**src/lscr_map.svh**
```systemverilog
// Constants for the supply control status register block
`ifndef LSCR_MAP_SVH
`define LSCR_MAP_SVH
// ==========================================
// Register bit positions
`define LSCR_BIT_STYLE 7
`define LSCR_BIT_LEVEL 6
`define LSCR_BIT_TONE 5
`define LSCR_BIT_COMP 4
`define LSCR_BIT_VOLTAGE_SEL 3
`define LSCR_BIT_EN 2
`define LSCR_BIT_THERM 1
`define LSCR_BIT_OVLD 0
`define LSCR_REG_RESET 8'h00
`define LSCR_WR_MASK 8'hFC
`define LSCR_SYNC_RESET 7'h60
// ==========================================
// Bus address and framing
`define LSCR_DEV_ADDR 7'h08
`define LSCR_BITS_PER_BYTE 4'h8
`define LSCR_BIT_LAST 4'h7
// ==========================================
// Output voltage codes {comp, voltage_sel}
`define LSCR_VOUT_13 2'h0
`define LSCR_VOUT_18 2'h1
`define LSCR_VOUT_14 2'h2
`define LSCR_VOUT_19 2'h3
`endif

```
**src/lscr_pkg.sv**
```systemverilog
// Types for the supply control status register block
package lscr_pkg;
  typedef enum logic [2:0] {
    LSCR_IDLE = 3'b000,
    LSCR_ADDR = 3'b001,
    LSCR_AACK = 3'b010,
    LSCR_WDAT = 3'b011,
    LSCR_WACK = 3'b100,
    LSCR_RDAT = 3'b101,
    LSCR_RACK = 3'b110
  } lscr_state_type;
endpackage : lscr_pkg

```
**src/lscr_sync.sv**
```systemverilog
// Two-stage synchroniser for a group of pin inputs
`timescale 1ns/10ps
module lscr_sync #(
  parameter int WIDTH = 1
) (
  input wire logic clock,
  input wire logic rst_n,
  input wire logic clkEn,
  input wire logic [WIDTH-1:0] asyncIn,
  input wire logic [WIDTH-1:0] resetVal,
  output logic [WIDTH-1:0] syncOut
);
  logic [WIDTH-1:0] stage1_ff;
  logic [WIDTH-1:0] stage2_ff;

  // ==========================================
  // Synchroniser stages
  always_ff @(posedge clock) begin
    if (!rst_n) begin
      stage1_ff <= resetVal;
      stage2_ff <= resetVal;
    end else if (clkEn) begin
      stage1_ff <= asyncIn;
      stage2_ff <= stage1_ff;
    end
  end

  assign syncOut = stage2_ff;
endmodule : lscr_sync

```
**src/lscr_power_ctrl.sv**
```systemverilog
// Decodes register controls into supply block commands
`timescale 1ns/10ps
`include "lscr_map.svh"
module lscr_power_ctrl (
  input wire logic clock,
  input wire logic rst_n,
  input wire logic clkEn,
  input wire logic [7:0] regVal,
  input wire logic toneGateIn,
  input wire logic thermalHot,
  input wire logic lockout,
  output logic powerOn,
  output logic loopThroughClosed,
  output logic [1:0] voutCode,
  output logic toneOn,
  output logic limitLow,
  output logic limitStatic
);
  logic enable;
  assign enable = regVal[`LSCR_BIT_EN] && !lockout;

  // ==========================================
  // Registered supply commands
  always_ff @(posedge clock) begin
    if (!rst_n) begin
      powerOn <= 1'b0;
      loopThroughClosed <= 1'b1;
      voutCode <= `LSCR_VOUT_13;
      toneOn <= 1'b0;
      limitLow <= 1'b0;
      limitStatic <= 1'b0;
    end else if (clkEn) begin
      powerOn <= enable && !thermalHot;
      loopThroughClosed <= !enable;
      voutCode <= {regVal[`LSCR_BIT_COMP], regVal[`LSCR_BIT_VOLTAGE_SEL]};
      toneOn <= enable && !thermalHot &&
        (regVal[`LSCR_BIT_TONE] || toneGateIn);
      limitLow <= regVal[`LSCR_BIT_LEVEL];
      limitStatic <= regVal[`LSCR_BIT_STYLE];
    end
  end
endmodule : lscr_power_ctrl

```
**src/lscr_supply_ctrl.sv**
```systemverilog
// Supply control register with its two-wire slave port and tone pins
// Contract
// - Eight bits: style, level, tone, comp, voltage_sel, enable, thermal, overload.
// - Power-on clears every register bit.
// - Direction bit zero writes the next byte into six writable bits.
// - Comp and voltage_sel pick one of four output voltages when enabled.
// - Tone force runs carrier; else the tone gate pin keys it.
// - Limit level bit picks the current-limit window.
// - Limit style bit picks pulsed or static limiting.
// - Enable clear disables power and closes the loop-through switch.
// - Direction bit one reads the register out, MSB first.
// - Master ack on ninth clock requests another byte; nack ends.
// - Readback returns written bits plus live flags.
// - Thermal flag shows overheating; power then disabled, switch open.
// - Overload flag shows triggered overload protection.
// - Under lockout ignore commands, hold register zero, power off.
// - Interface works only after supply rises above lockout.
// - Tone data uses the gate input and detect output pins.
// - Tone detect output is open drain, low while tone detected.
// - Transfer is start, address 10h/11h, data byte with ack, stop.
// - Device acks each received byte on the ninth clock.
`timescale 1ns/10ps
`include "lscr_map.svh"
module lscr_supply_ctrl (
  input wire logic clock,
  input wire logic rst_n,
  input wire logic clkEn,
  input wire logic sclIn,
  input wire logic sdaIn,
  output logic sdaOut,
  output logic sdaOe_n,
  input wire logic lockoutIn,
  input wire logic thermalIn,
  input wire logic overloadIn,
  input wire logic toneSensedIn,
  input wire logic tone_gate_in,
  output logic tone_detect_out,
  output logic tone_detect_oe_n,
  output logic [7:0] supply_control_status,
  output logic powerOn,
  output logic loopThroughClosed,
  output logic [1:0] voutCode,
  output logic toneOn,
  output logic limitLow,
  output logic limitStatic
);
  import lscr_pkg::*;

  logic [6:0] syncIn;
  logic scl;
  logic sda;
  logic lockout;
  logic thermal;
  logic overload;
  logic toneSensed;
  logic toneGate;
  logic sclPrev_ff;
  logic sdaPrev_ff;
  logic sclRise;
  logic sclFall;
  logic startSeen;
  logic stopSeen;
  lscr_state_type state_ff;
  lscr_state_type nxt_state;
  logic [3:0] bitCnt_ff;
  logic [7:0] shift_ff;
  logic readDir_ff;
  logic [7:0] regBits_ff;
  logic [7:0] readByte;
  logic nextReadBit;
  logic sdaHoldLow_ff;
  logic toneLow_ff;

  // ==========================================
  // Pin synchronisers
  lscr_sync #(.WIDTH(7)) uSync (
    .clock(clock),
    .rst_n(rst_n),
    .clkEn(clkEn),
    .asyncIn({sclIn, sdaIn, lockoutIn, thermalIn, overloadIn,
      toneSensedIn, tone_gate_in}),
    .resetVal(`LSCR_SYNC_RESET),
    .syncOut(syncIn)
  );
  assign {scl, sda, lockout, thermal, overload, toneSensed, toneGate} = syncIn;

  // ==========================================
  // Clock line history
  always_ff @(posedge clock) begin
    if (!rst_n) begin
      sclPrev_ff <= 1'b1;
    end else if (clkEn) begin
      sclPrev_ff <= scl;
    end
  end

  // ==========================================
  // Data line history
  always_ff @(posedge clock) begin
    if (!rst_n) begin
      sdaPrev_ff <= 1'b1;
    end else if (clkEn) begin
      sdaPrev_ff <= sda;
    end
  end

  assign sclRise = scl && !sclPrev_ff;
  assign sclFall = !scl && sclPrev_ff;
  assign startSeen = scl && sclPrev_ff && sdaPrev_ff && !sda;
  assign stopSeen = scl && sclPrev_ff && !sdaPrev_ff && sda;

  // ==========================================
  // Live flags merged with written bits
  always_comb begin
    readByte = regBits_ff & `LSCR_WR_MASK;
    readByte[`LSCR_BIT_THERM] = thermal;
    readByte[`LSCR_BIT_OVLD] = overload;
  end

  // ==========================================
  // Next read data bit
  always_comb begin
    if (state_ff != LSCR_RDAT) begin
      nextReadBit = readByte[7];
    end else if (sclFall) begin
      nextReadBit = shift_ff[6];
    end else begin
      nextReadBit = shift_ff[7];
    end
  end

  // ==========================================
  // Transfer state machine
  always_comb begin
    nxt_state = state_ff;
    case (state_ff)
      LSCR_IDLE: begin
        nxt_state = LSCR_IDLE;
      end
      LSCR_ADDR: begin
        if (sclFall && bitCnt_ff == `LSCR_BITS_PER_BYTE) begin
          if (shift_ff[7:1] == `LSCR_DEV_ADDR) begin
            nxt_state = LSCR_AACK;
          end else begin
            nxt_state = LSCR_IDLE;
          end
        end
      end
      LSCR_AACK: begin
        if (sclFall) begin
          nxt_state = readDir_ff ? LSCR_RDAT : LSCR_WDAT;
        end
      end
      LSCR_WDAT: begin
        if (sclFall && bitCnt_ff == `LSCR_BITS_PER_BYTE) begin
          nxt_state = LSCR_WACK;
        end
      end
      LSCR_WACK: begin
        if (sclFall) begin
          nxt_state = LSCR_WDAT;
        end
      end
      LSCR_RDAT: begin
        if (sclFall && bitCnt_ff == `LSCR_BITS_PER_BYTE) begin
          nxt_state = LSCR_RACK;
        end
      end
      LSCR_RACK: begin
        if (sclRise) begin
          nxt_state = sda ? LSCR_IDLE : LSCR_RACK;
        end else if (sclFall) begin
          nxt_state = LSCR_RDAT;
        end
      end
      default: begin
        nxt_state = LSCR_IDLE;
      end
    endcase
    if (startSeen) begin
      nxt_state = LSCR_ADDR;
    end
    if (stopSeen || lockout) begin
      nxt_state = LSCR_IDLE;
    end
  end

  always_ff @(posedge clock) begin
    if (!rst_n) begin
      state_ff <= LSCR_IDLE;
    end else if (clkEn) begin
      state_ff <= nxt_state;
    end
  end

  // ==========================================
  // Bit counter, counts clock rises of the byte
  always_ff @(posedge clock) begin
    if (!rst_n) begin
      bitCnt_ff <= 4'h0;
    end else if (clkEn) begin
      if (startSeen || nxt_state != state_ff) begin
        bitCnt_ff <= 4'h0;
      end else if (sclRise && (state_ff == LSCR_ADDR ||
          state_ff == LSCR_WDAT || state_ff == LSCR_RDAT)) begin
        bitCnt_ff <= bitCnt_ff + 4'h1;
      end
    end
  end

  // ==========================================
  // Byte shifter
  always_ff @(posedge clock) begin
    if (!rst_n) begin
      shift_ff <= `LSCR_REG_RESET;
    end else if (clkEn) begin
      if (nxt_state == LSCR_RDAT && state_ff != LSCR_RDAT) begin
        shift_ff <= readByte;
      end else if ((state_ff == LSCR_ADDR || state_ff == LSCR_WDAT)
          && sclRise) begin
        shift_ff <= {shift_ff[6:0], sda};
      end else if (state_ff == LSCR_RDAT && sclFall) begin
        shift_ff <= {shift_ff[6:0], 1'b0};
      end
    end
  end

  // ==========================================
  // Transfer direction
  always_ff @(posedge clock) begin
    if (!rst_n) begin
      readDir_ff <= 1'b0;
    end else if (clkEn) begin
      if (state_ff == LSCR_ADDR && nxt_state == LSCR_AACK) begin
        readDir_ff <= shift_ff[0];
      end
    end
  end

  // ==========================================
  // Register storage
  always_ff @(posedge clock) begin
    if (!rst_n) begin
      regBits_ff <= `LSCR_REG_RESET;
    end else if (clkEn) begin
      if (lockout) begin
        regBits_ff <= `LSCR_REG_RESET;
      end else if (state_ff == LSCR_WDAT && nxt_state == LSCR_WACK) begin
        regBits_ff <= shift_ff & `LSCR_WR_MASK;
      end
    end
  end

  assign supply_control_status = readByte;

  // ==========================================
  // Data line drive
  always_ff @(posedge clock) begin
    if (!rst_n) begin
      sdaHoldLow_ff <= 1'b0;
    end else if (clkEn) begin
      if (nxt_state == LSCR_AACK || nxt_state == LSCR_WACK) begin
        sdaHoldLow_ff <= 1'b1;
      end else if (nxt_state == LSCR_RDAT) begin
        sdaHoldLow_ff <= !nextReadBit;
      end else begin
        sdaHoldLow_ff <= 1'b0;
      end
    end
  end

  assign sdaOut = 1'b0;
  assign sdaOe_n = !sdaHoldLow_ff;

  // ==========================================
  // Tone detect open-drain output
  always_ff @(posedge clock) begin
    if (!rst_n) begin
      toneLow_ff <= 1'b0;
    end else if (clkEn) begin
      toneLow_ff <= toneSensed;
    end
  end

  assign tone_detect_out = 1'b0;
  assign tone_detect_oe_n = !toneLow_ff;

  // ==========================================
  // Supply command decode
  lscr_power_ctrl uPower (
    .clock(clock),
    .rst_n(rst_n),
    .clkEn(clkEn),
    .regVal(regBits_ff),
    .toneGateIn(toneGate),
    .thermalHot(thermal),
    .lockout(lockout),
    .powerOn(powerOn),
    .loopThroughClosed(loopThroughClosed),
    .voutCode(voutCode),
    .toneOn(toneOn),
    .limitLow(limitLow),
    .limitStatic(limitStatic)
  );
endmodule : lscr_supply_ctrl

```
**config.mk**
```make
export PLATFORM = sky130hd
export DESIGN_NAME = lscr_supply_ctrl
export DESIGN_NICKNAME = d
export VERILOG_FILES = /design/src/lscr_pkg.sv /design/src/lscr_sync.sv /design/src/lscr_power_ctrl.sv /design/src/lscr_supply_ctrl.sv
export VERILOG_INCLUDE_DIRS = /design/src
export SDC_FILE = /design/constraint.sdc
export NUM_CORES = 1
export LEC_CHECK = 0
export BUFFER_PORTS_ARGS = -buffer_cell sky130_fd_sc_hd__buf_2
export CORE_MARGIN = 1
export CORE_UTILIZATION = 35
export CTS_CLUSTER_DIAMETER = 40
export DETAILED_ROUTE_END_ITERATION = 12
export PLACE_DENSITY = 0.63
export SLEW_MARGIN = 20
export SYNTH_ARGS = -nofsm -noshare
export SYNTH_HDL_FRONTEND = slang
export SYNTH_SLANG_ARGS = --single-unit
export TNS_END_PERCENT = 1
```
**constraint.sdc**
```tcl
create_clock -name clock -period 2.3 [get_ports clock]
set_input_delay 0.23 -clock clock [delete_from_list [all_inputs] [get_ports clock]]
set_output_delay 0.23 -clock clock [all_outputs]
set_load 0.01 [all_outputs]
```
==> results of run 1 <==
==> worst register-to-register path: cells and delay by family (launching register included) <==
kind                   cells  cell delay, ns
DFF                        1            0.36
buffers and inverters      2            0.33
and+or+nand+nor            6            1.16
AOI/OAI and AO/OA          1            0.27
==> registers in the layout, summed over array words and instances, names as in the netlist, 2 cells and up <==
register,cells
shift_ff,8
uSync.stage1_ff,7
uSync.syncOut,7
regBits_ff,6
bitCnt_ff,4
state_ff,3
uPower.voutCode,2
==> worst min-delay path by stage <==
stage	startpoint	endpoint	slack, ns
finish	sclIn	uSync.stage1_ff[6]	0.13
global route	thermalIn	uSync.stage1_ff[3]	0.14
CTS	sclIn	uSync.stage1_ff[6]	0.13
detailed placement	sclIn	uSync.stage1_ff[6]	0.46
global placement	uPower.toneOn	uPower.toneOn	0.45
floorplan	sdaIn	uSync.stage1_ff[5]	0.36
==> layer usage <==
metal | track usage [%] | part of all wire [%] | vias up
li1 | - | - | 1003
met1 | 21.9 | 47 | 992
met2 | 28.7 | 48 | 38
met3 | 2.88 | 3.6 | 6
met4 | 7.99 | 1.1 | 0
met5 | 0 | 0 | -
==> layout by cell type, fill, tap and decap left out, drive strengths merged, types with 6 or more instances in the layout <==
| cell type | netlist | final |
|---|---|---|
| dfxtp | 47 | 47 |
| mux2i | 22 | 22 |
| o221a | 7 | 7 |
| a21oi | 7 | 7 |
| buf | 9 | 54 |
| a32o | 6 | 6 |
| nand3 | 10 | 10 |
| o21a | 9 | 9 |
| nand2 | 23 | 23 |
| o21ai | 10 | 10 |
| inv | 10 | 12 |
| nor2 | 22 | 22 |
==> logic make-up after synthesis <==
| kind of cell | synth area share, % |
|---|---|
| flops | 40.8 |
| other cells | 0.163 |
| mux | 10.0 |
| buf+inv | 5.97 |
| fa+ha+maj | 1.09 |
| xor+xnor | 0.380 |
| compound gates | 19.9 |
| simple gates | 21.6 |
==> cell type report <==
class | count | area, um^2 | area share (%)
inverter | 10 | 37.5 | 1.34
tap | 77 | 96.3 | 3.45
timing repair buffer | 54 | 340 | 12.2
clock inverter | 3 | 27.5 | 0.985
sequential | 47 | 943 | 33.8
multi-input combinational | 177 | 1280 | 45.8
clock buffer | 5 | 68.8 | 2.46
==> repair_timing <==
action | 4_1_cts | 5_1_grt
resized for setup | 1 | 9
setup buffers | 0 | 2
pin swaps | 0 | 1
setup endpoints to repair | 3 | 19
==> power breakdown <==
group | internal [mW] | switching, mW | leakage [nW]
combinational | 0.0582 | 0.0714 | 0.727
sequential | 0.828 | 0.0113 | 0.381
clock | 0.226 | 0.328 | 0.0467
==> impl_metrics.tcl, run 1 <==
set metrics [dict create \
    synth-seq-cells 47 \
    grt.total_usage_pct 17.3 \
    drive_gt1_share_pct 28.7 \
    pre_cts_ws_ns -0.0134 \
    synth_cell_types 55 \
    cap_violations 0 \
    final_max_slew_viol_count 0 \
    power_mw 1.52 \
    cts_tree "done" \
    synth_common_cells "47 x dfxtp_1, 22 x mux2i_1, 22 x nand2_1, 22 x nor2_1, 11 x clkbuf_1" \
    r2r-end "shift_ff[0]" \
    setup_violations 0 \
    design.core.area_um2 6350 \
    finalInstanceArea_um2 2790 \
    htree_levels 2 \
    worst_clock_skew_ns 0.0161 \
    cp_max_fo 9 \
    yosysWarnings 0 \
    worstSetupEndpoint "shift_ff[0]" \
    final_util_pct 44.0 \
    grt-ovfl-total 0 \
    placed_area_um2 2630 \
    critical_path_arrival_ns 2.44 \
    wl_um 5900 \
    required_ns 2.52 \
    rsz0062_at_grt "true" \
    drt_iter0_drc 79 \
    numCtsBuffers 5 \
    fin_nets 307 \
    hold_viol 0 \
    finalCritPeriodShare_pct 96.3 \
    dp.cells 363 \
    post-route-min-period_ns 2.22 \
    clock_path_buffers 2 \
    max_freq_mhz 451 \
    hold_depth 3 \
    dp.final_hpwl_um 4160 \
    r2r-start "sclPrev_ff" \
    crit_cells 9 \
    synthToLayoutAreaGrowth_pct 21.3 \
    async_flop_share_pct 0 \
    grt_pass1_vias 1910 \
    syn_area_per_cell_um2 9.10 \
    rows 29 \
    yosysSeqAreaShare_pct 40.8 \
    drcViolationCount 0 \
    hold_class "in -> reg" \
    path_clk_slew_ns 0.11 \
    antenna_left 0 \
    gp_congestion 0.880 \
    clkLatencyLatePin_ns 0.32 \
    cp_cell_sequence "buf_4 > nand3b_1 > and3_1 > nor4_4 > nor3_2 > buf_4 > nand4_4 > nand2_2 > a221oi_1" \
    cp_common_cell "buf_4" \
    vias 2039 \
    power.density_nw_per_um2 545 \
    crit_path_start "sclPrev_ff" \
    dieArea_um2 6910 \
    clock-sinks 47 \
    synth_largest_area_cell "dfxtp_1" \
    viasPerCell 5.47 \
    rrSetupSlack_ns 0.08 \
    worstSetupStartpointType "flop" \
    ir_worst_vdd_mv 0.270 \
    fin_cells 373 \
    grt_pass1_wl_um 9590 \
    synth_area_um2 2300 \
    synthCells 253 \
    cp_slowest_cell "dfxtp_1" \
    drtPass1Iterations 4 \
    synth_edf_count 0 \
    antenna_found_initial 0 \
    outcome "finished, final reports clean" \
    die_h_um 83.1 \
    p_leak_nw 1.15 \
    num-fill-cells 630 \
    cts_hold_buf 0 \
    clockRootBuffer "clkbuf_8" \
    synth_flop_cell "dfxtp_1" \
    hold_slack_ns 0.131 \
    path_delay_family "simple AND/OR/NAND/NOR gates" \
    yosysMostFrequentCell "dfxtp_1" \
    cp_num_buf_inv 2 \
    start_util_pct 36.3 \
    yosys.area.top_type_share_pct 40.8 \
    ys_top_cells_by_area "dfxtp_1 41%, mux2i_1 9.6%, nand2_1 3.6%, nor2_1 3.6%, o221a_2 3.4%" \
    crit_type "reg -> reg" \
    port-buffer-count 26 \
    ioPinCount 29 \
    insertedDiodeCount 0 \
    grt_max_degree 22 \
    wl_per_cell_um 15.8 \
    cpPeakStageDelay_ns 0.36 \
    tns_ns 0 \
    die_w_um 83.1 \
    r2r_cells 9 \
    critical_path.endpoint_type "flop" \
    setup_slack_ns 0.0847 \
]
Note: power is estimated with default switching activity, not from simulation.
==> run 2: changes to the inputs <==
Settings changed: ABC_AREA from default to 1, PLACE_DENSITY 0.63 to 0.62.
==> impl_metrics.tcl, run 2 <==
set metrics [dict create \
    outcome "finished, final reports clean" \
    power.density_nw_per_um2 632 \
    post-route-min-period_ns 2.05 \
    critical_path_arrival_ns 2.23 \
    cap_violations 0 \
    rows 30 \
    final_max_slew_viol_count 0 \
    synth-seq-cells 47 \
    die_h_um 86.1 \
    critical_path.endpoint_type "flop" \
    synth_common_cells "56 x nand2_1, 47 x dfxtp_1, 44 x nor2_1" \
    drive_gt1_share_pct 21.1 \
    grt_pass1_wl_um 9530 \
    hold_slack_ns 0.127 \
    max_freq_mhz 487 \
    largest_register "shift_ff" \
    gp_congestion 0.944 \
    tns_ns 0 \
    setup_slack_ns 0.247 \
    yosys.area.top_type_share_pct 38.0 \
    antenna_left 0 \
    synth_cell_types 34 \
    clockRootBuffer "clkbuf_8" \
    grt_max_degree 44 \
    clkLatencyLatePin_ns 0.31 \
    crit_type "reg -> reg" \
    ir_worst_vdd_mv 0.325 \
    hold_viol 0 \
    ff_latch_area_um2 941 \
    worst_clock_skew_ns 0.00608 \
    worstSetupStartpointType "flop" \
    hold_class "in -> reg" \
    grt-ovfl-total 0 \
    ioPinCount 29 \
    cts_setup_buffers 0 \
    insertedDiodeCount 0 \
    multiInputGateArea_um2 1300 \
    start_util_pct 36.3 \
    dp.final_hpwl_um 4000 \
    synthCells 344 \
    synth_flop_cell "dfxtp_1" \
    final_util_pct 39.8 \
    synth_edf_count 0 \
    finalCritPeriodShare_pct 89.3 \
    yosysMostFrequentCell "nand2_1" \
    num-fill-cells 758 \
    cts_hold_buf 0 \
    htree_levels 2 \
    drcViolationCount 0 \
    slew_headroom_pct 61.0 \
    wl_per_cell_um 12.3 \
    grt_pass1_vias 2036 \
    async_flop_share_pct 0 \
    viasPerCell 4.89 \
    synth_largest_area_cell "dfxtp_1" \
    numCtsBuffers 5 \
    final_common_cell "nand2_1" \
    design.core.area_um2 6830 \
    synthToLayoutAreaGrowth_pct 9.70 \
    required_ns 2.48 \
    pre_cts_ws_ns 0.239 \
    setup_violations 0 \
    die_w_um 86.1 \
    antenna_found_initial 0 \
    fin_nets 372 \
    synth_area_um2 2480 \
    drt_iter0_drc 178 \
    path_clk_slew_ns 0.10 \
    drtPass1Iterations 4 \
    p_leak_nw 1.17 \
    yosysSeqAreaShare_pct 38.0 \
    cts_tree "done" \
    ys_top_cells_by_area "dfxtp_1 38%, nand2_1 8.5%, nand3_1 7.3%, nor2_1 6.7%, a21oi_1 6.5%" \
    yosysWarnings 0 \
    vias 2236 \
    post_cts_resized 0 \
    port-buffer-count 26 \
    wl_um 5610 \
    clock-sinks 47 \
    cp_max_fo 8 \
    syn_area_per_cell_um2 7.20 \
    grt.total_usage_pct 16.2 \
    clock_path_buffers 2 \
    rsz0062_at_grt "false" \
    largest_reg_flops 8 \
    tightest_slew_ns 0.583 \
    layout_common_cells "56 x nand2_1, 47 x dfxtp_1, 44 x nor2_1" \
    dieArea_um2 7420 \
]
-- run 2: metal layers --
layer	track usage (%)	vias up	share of wire, %	wire (um)
met5	0	-	0	0
met4	6.67	0	1.9	108
met3	2.98	10	4.0	225
met2	27.1	63	47	2660
met1	20.5	1011	47	2620
li1	-	1152	-	-
-- run 2: path summary, 6_finish.rpt --
| kind | cells past startpoint | endpoint | start | slack, ns |
|---|---|---|---|---|
| max | 14 | regBits_ff[6] | bitCnt_ff[0] | 0.25 |
| min | 3 | uSync.stage1_ff[5] | sdaIn | 0.13 |
| max reg2reg | 14 | regBits_ff[6] | bitCnt_ff[0] | 0.25 |
| min reg2reg | 2 | toneLow_ff | toneLow_ff | 0.46 |
-- run 2: cell type report --
class / count / share of cell area (%)
multi-input cells: 249 / 47.9
flip-flops and latches: 47 / 34.6
repair buffers: 29 / 5.62
well taps: 96 / 4.42
inverters: 28 / 3.87
clock buffers: 5 / 2.53
clock inverters: 3 / 1.01
-- run 2: power breakdown --
group          leakage, nW  internal [mW]  switching [mW]
Sequential           0.385          0.853          0.0373
Clock               0.0467          0.226           0.314
Combinational        0.740         0.0963           0.191
Total                 1.17           1.17           0.542
-- run 2: cell families after synthesis --
group           count (synthesis)  synth area share [%]
buf+inv                        49                  9.60
compound gates                 76                  16.1
fa+ha+maj                       2                  1.01
other cells                     1                 0.151
flops                          47                  38.0
simple gates                  167                  34.4
xor+xnor                        2                 0.707
-- run 2: worst max-delay path, cell delays in order, from the launching register on --
cell and delay, ns:
dfxtp_1 0.38, inv_1 0.08, ha_1 0.19, nand3_1 0.15
nor2_4 0.07, nand2_1 0.06, nand2_1 0.08, nor2_4 0.11
nand2_4 0.08, nor2_8 0.15, nand2_2 0.11, o21ai_1 0.13
nand2_1 0.18, nand2_1 0.12, a21oi_1 0.06
-- run 2: stage by stage --
stage / cell area [um^2] / total power [mW] / std cells
2_1_floorplan: 2480 / 1.14 / 345
3_3_place_gp: 2620 / 1.19 / 449
3_5_place_dp: 2620 / 1.20 / 449
4_1_cts: 2720 / 1.74 / 457
5_1_grt: 2720 / 1.81 / 457
6_report: 2720 / 1.72 / 457
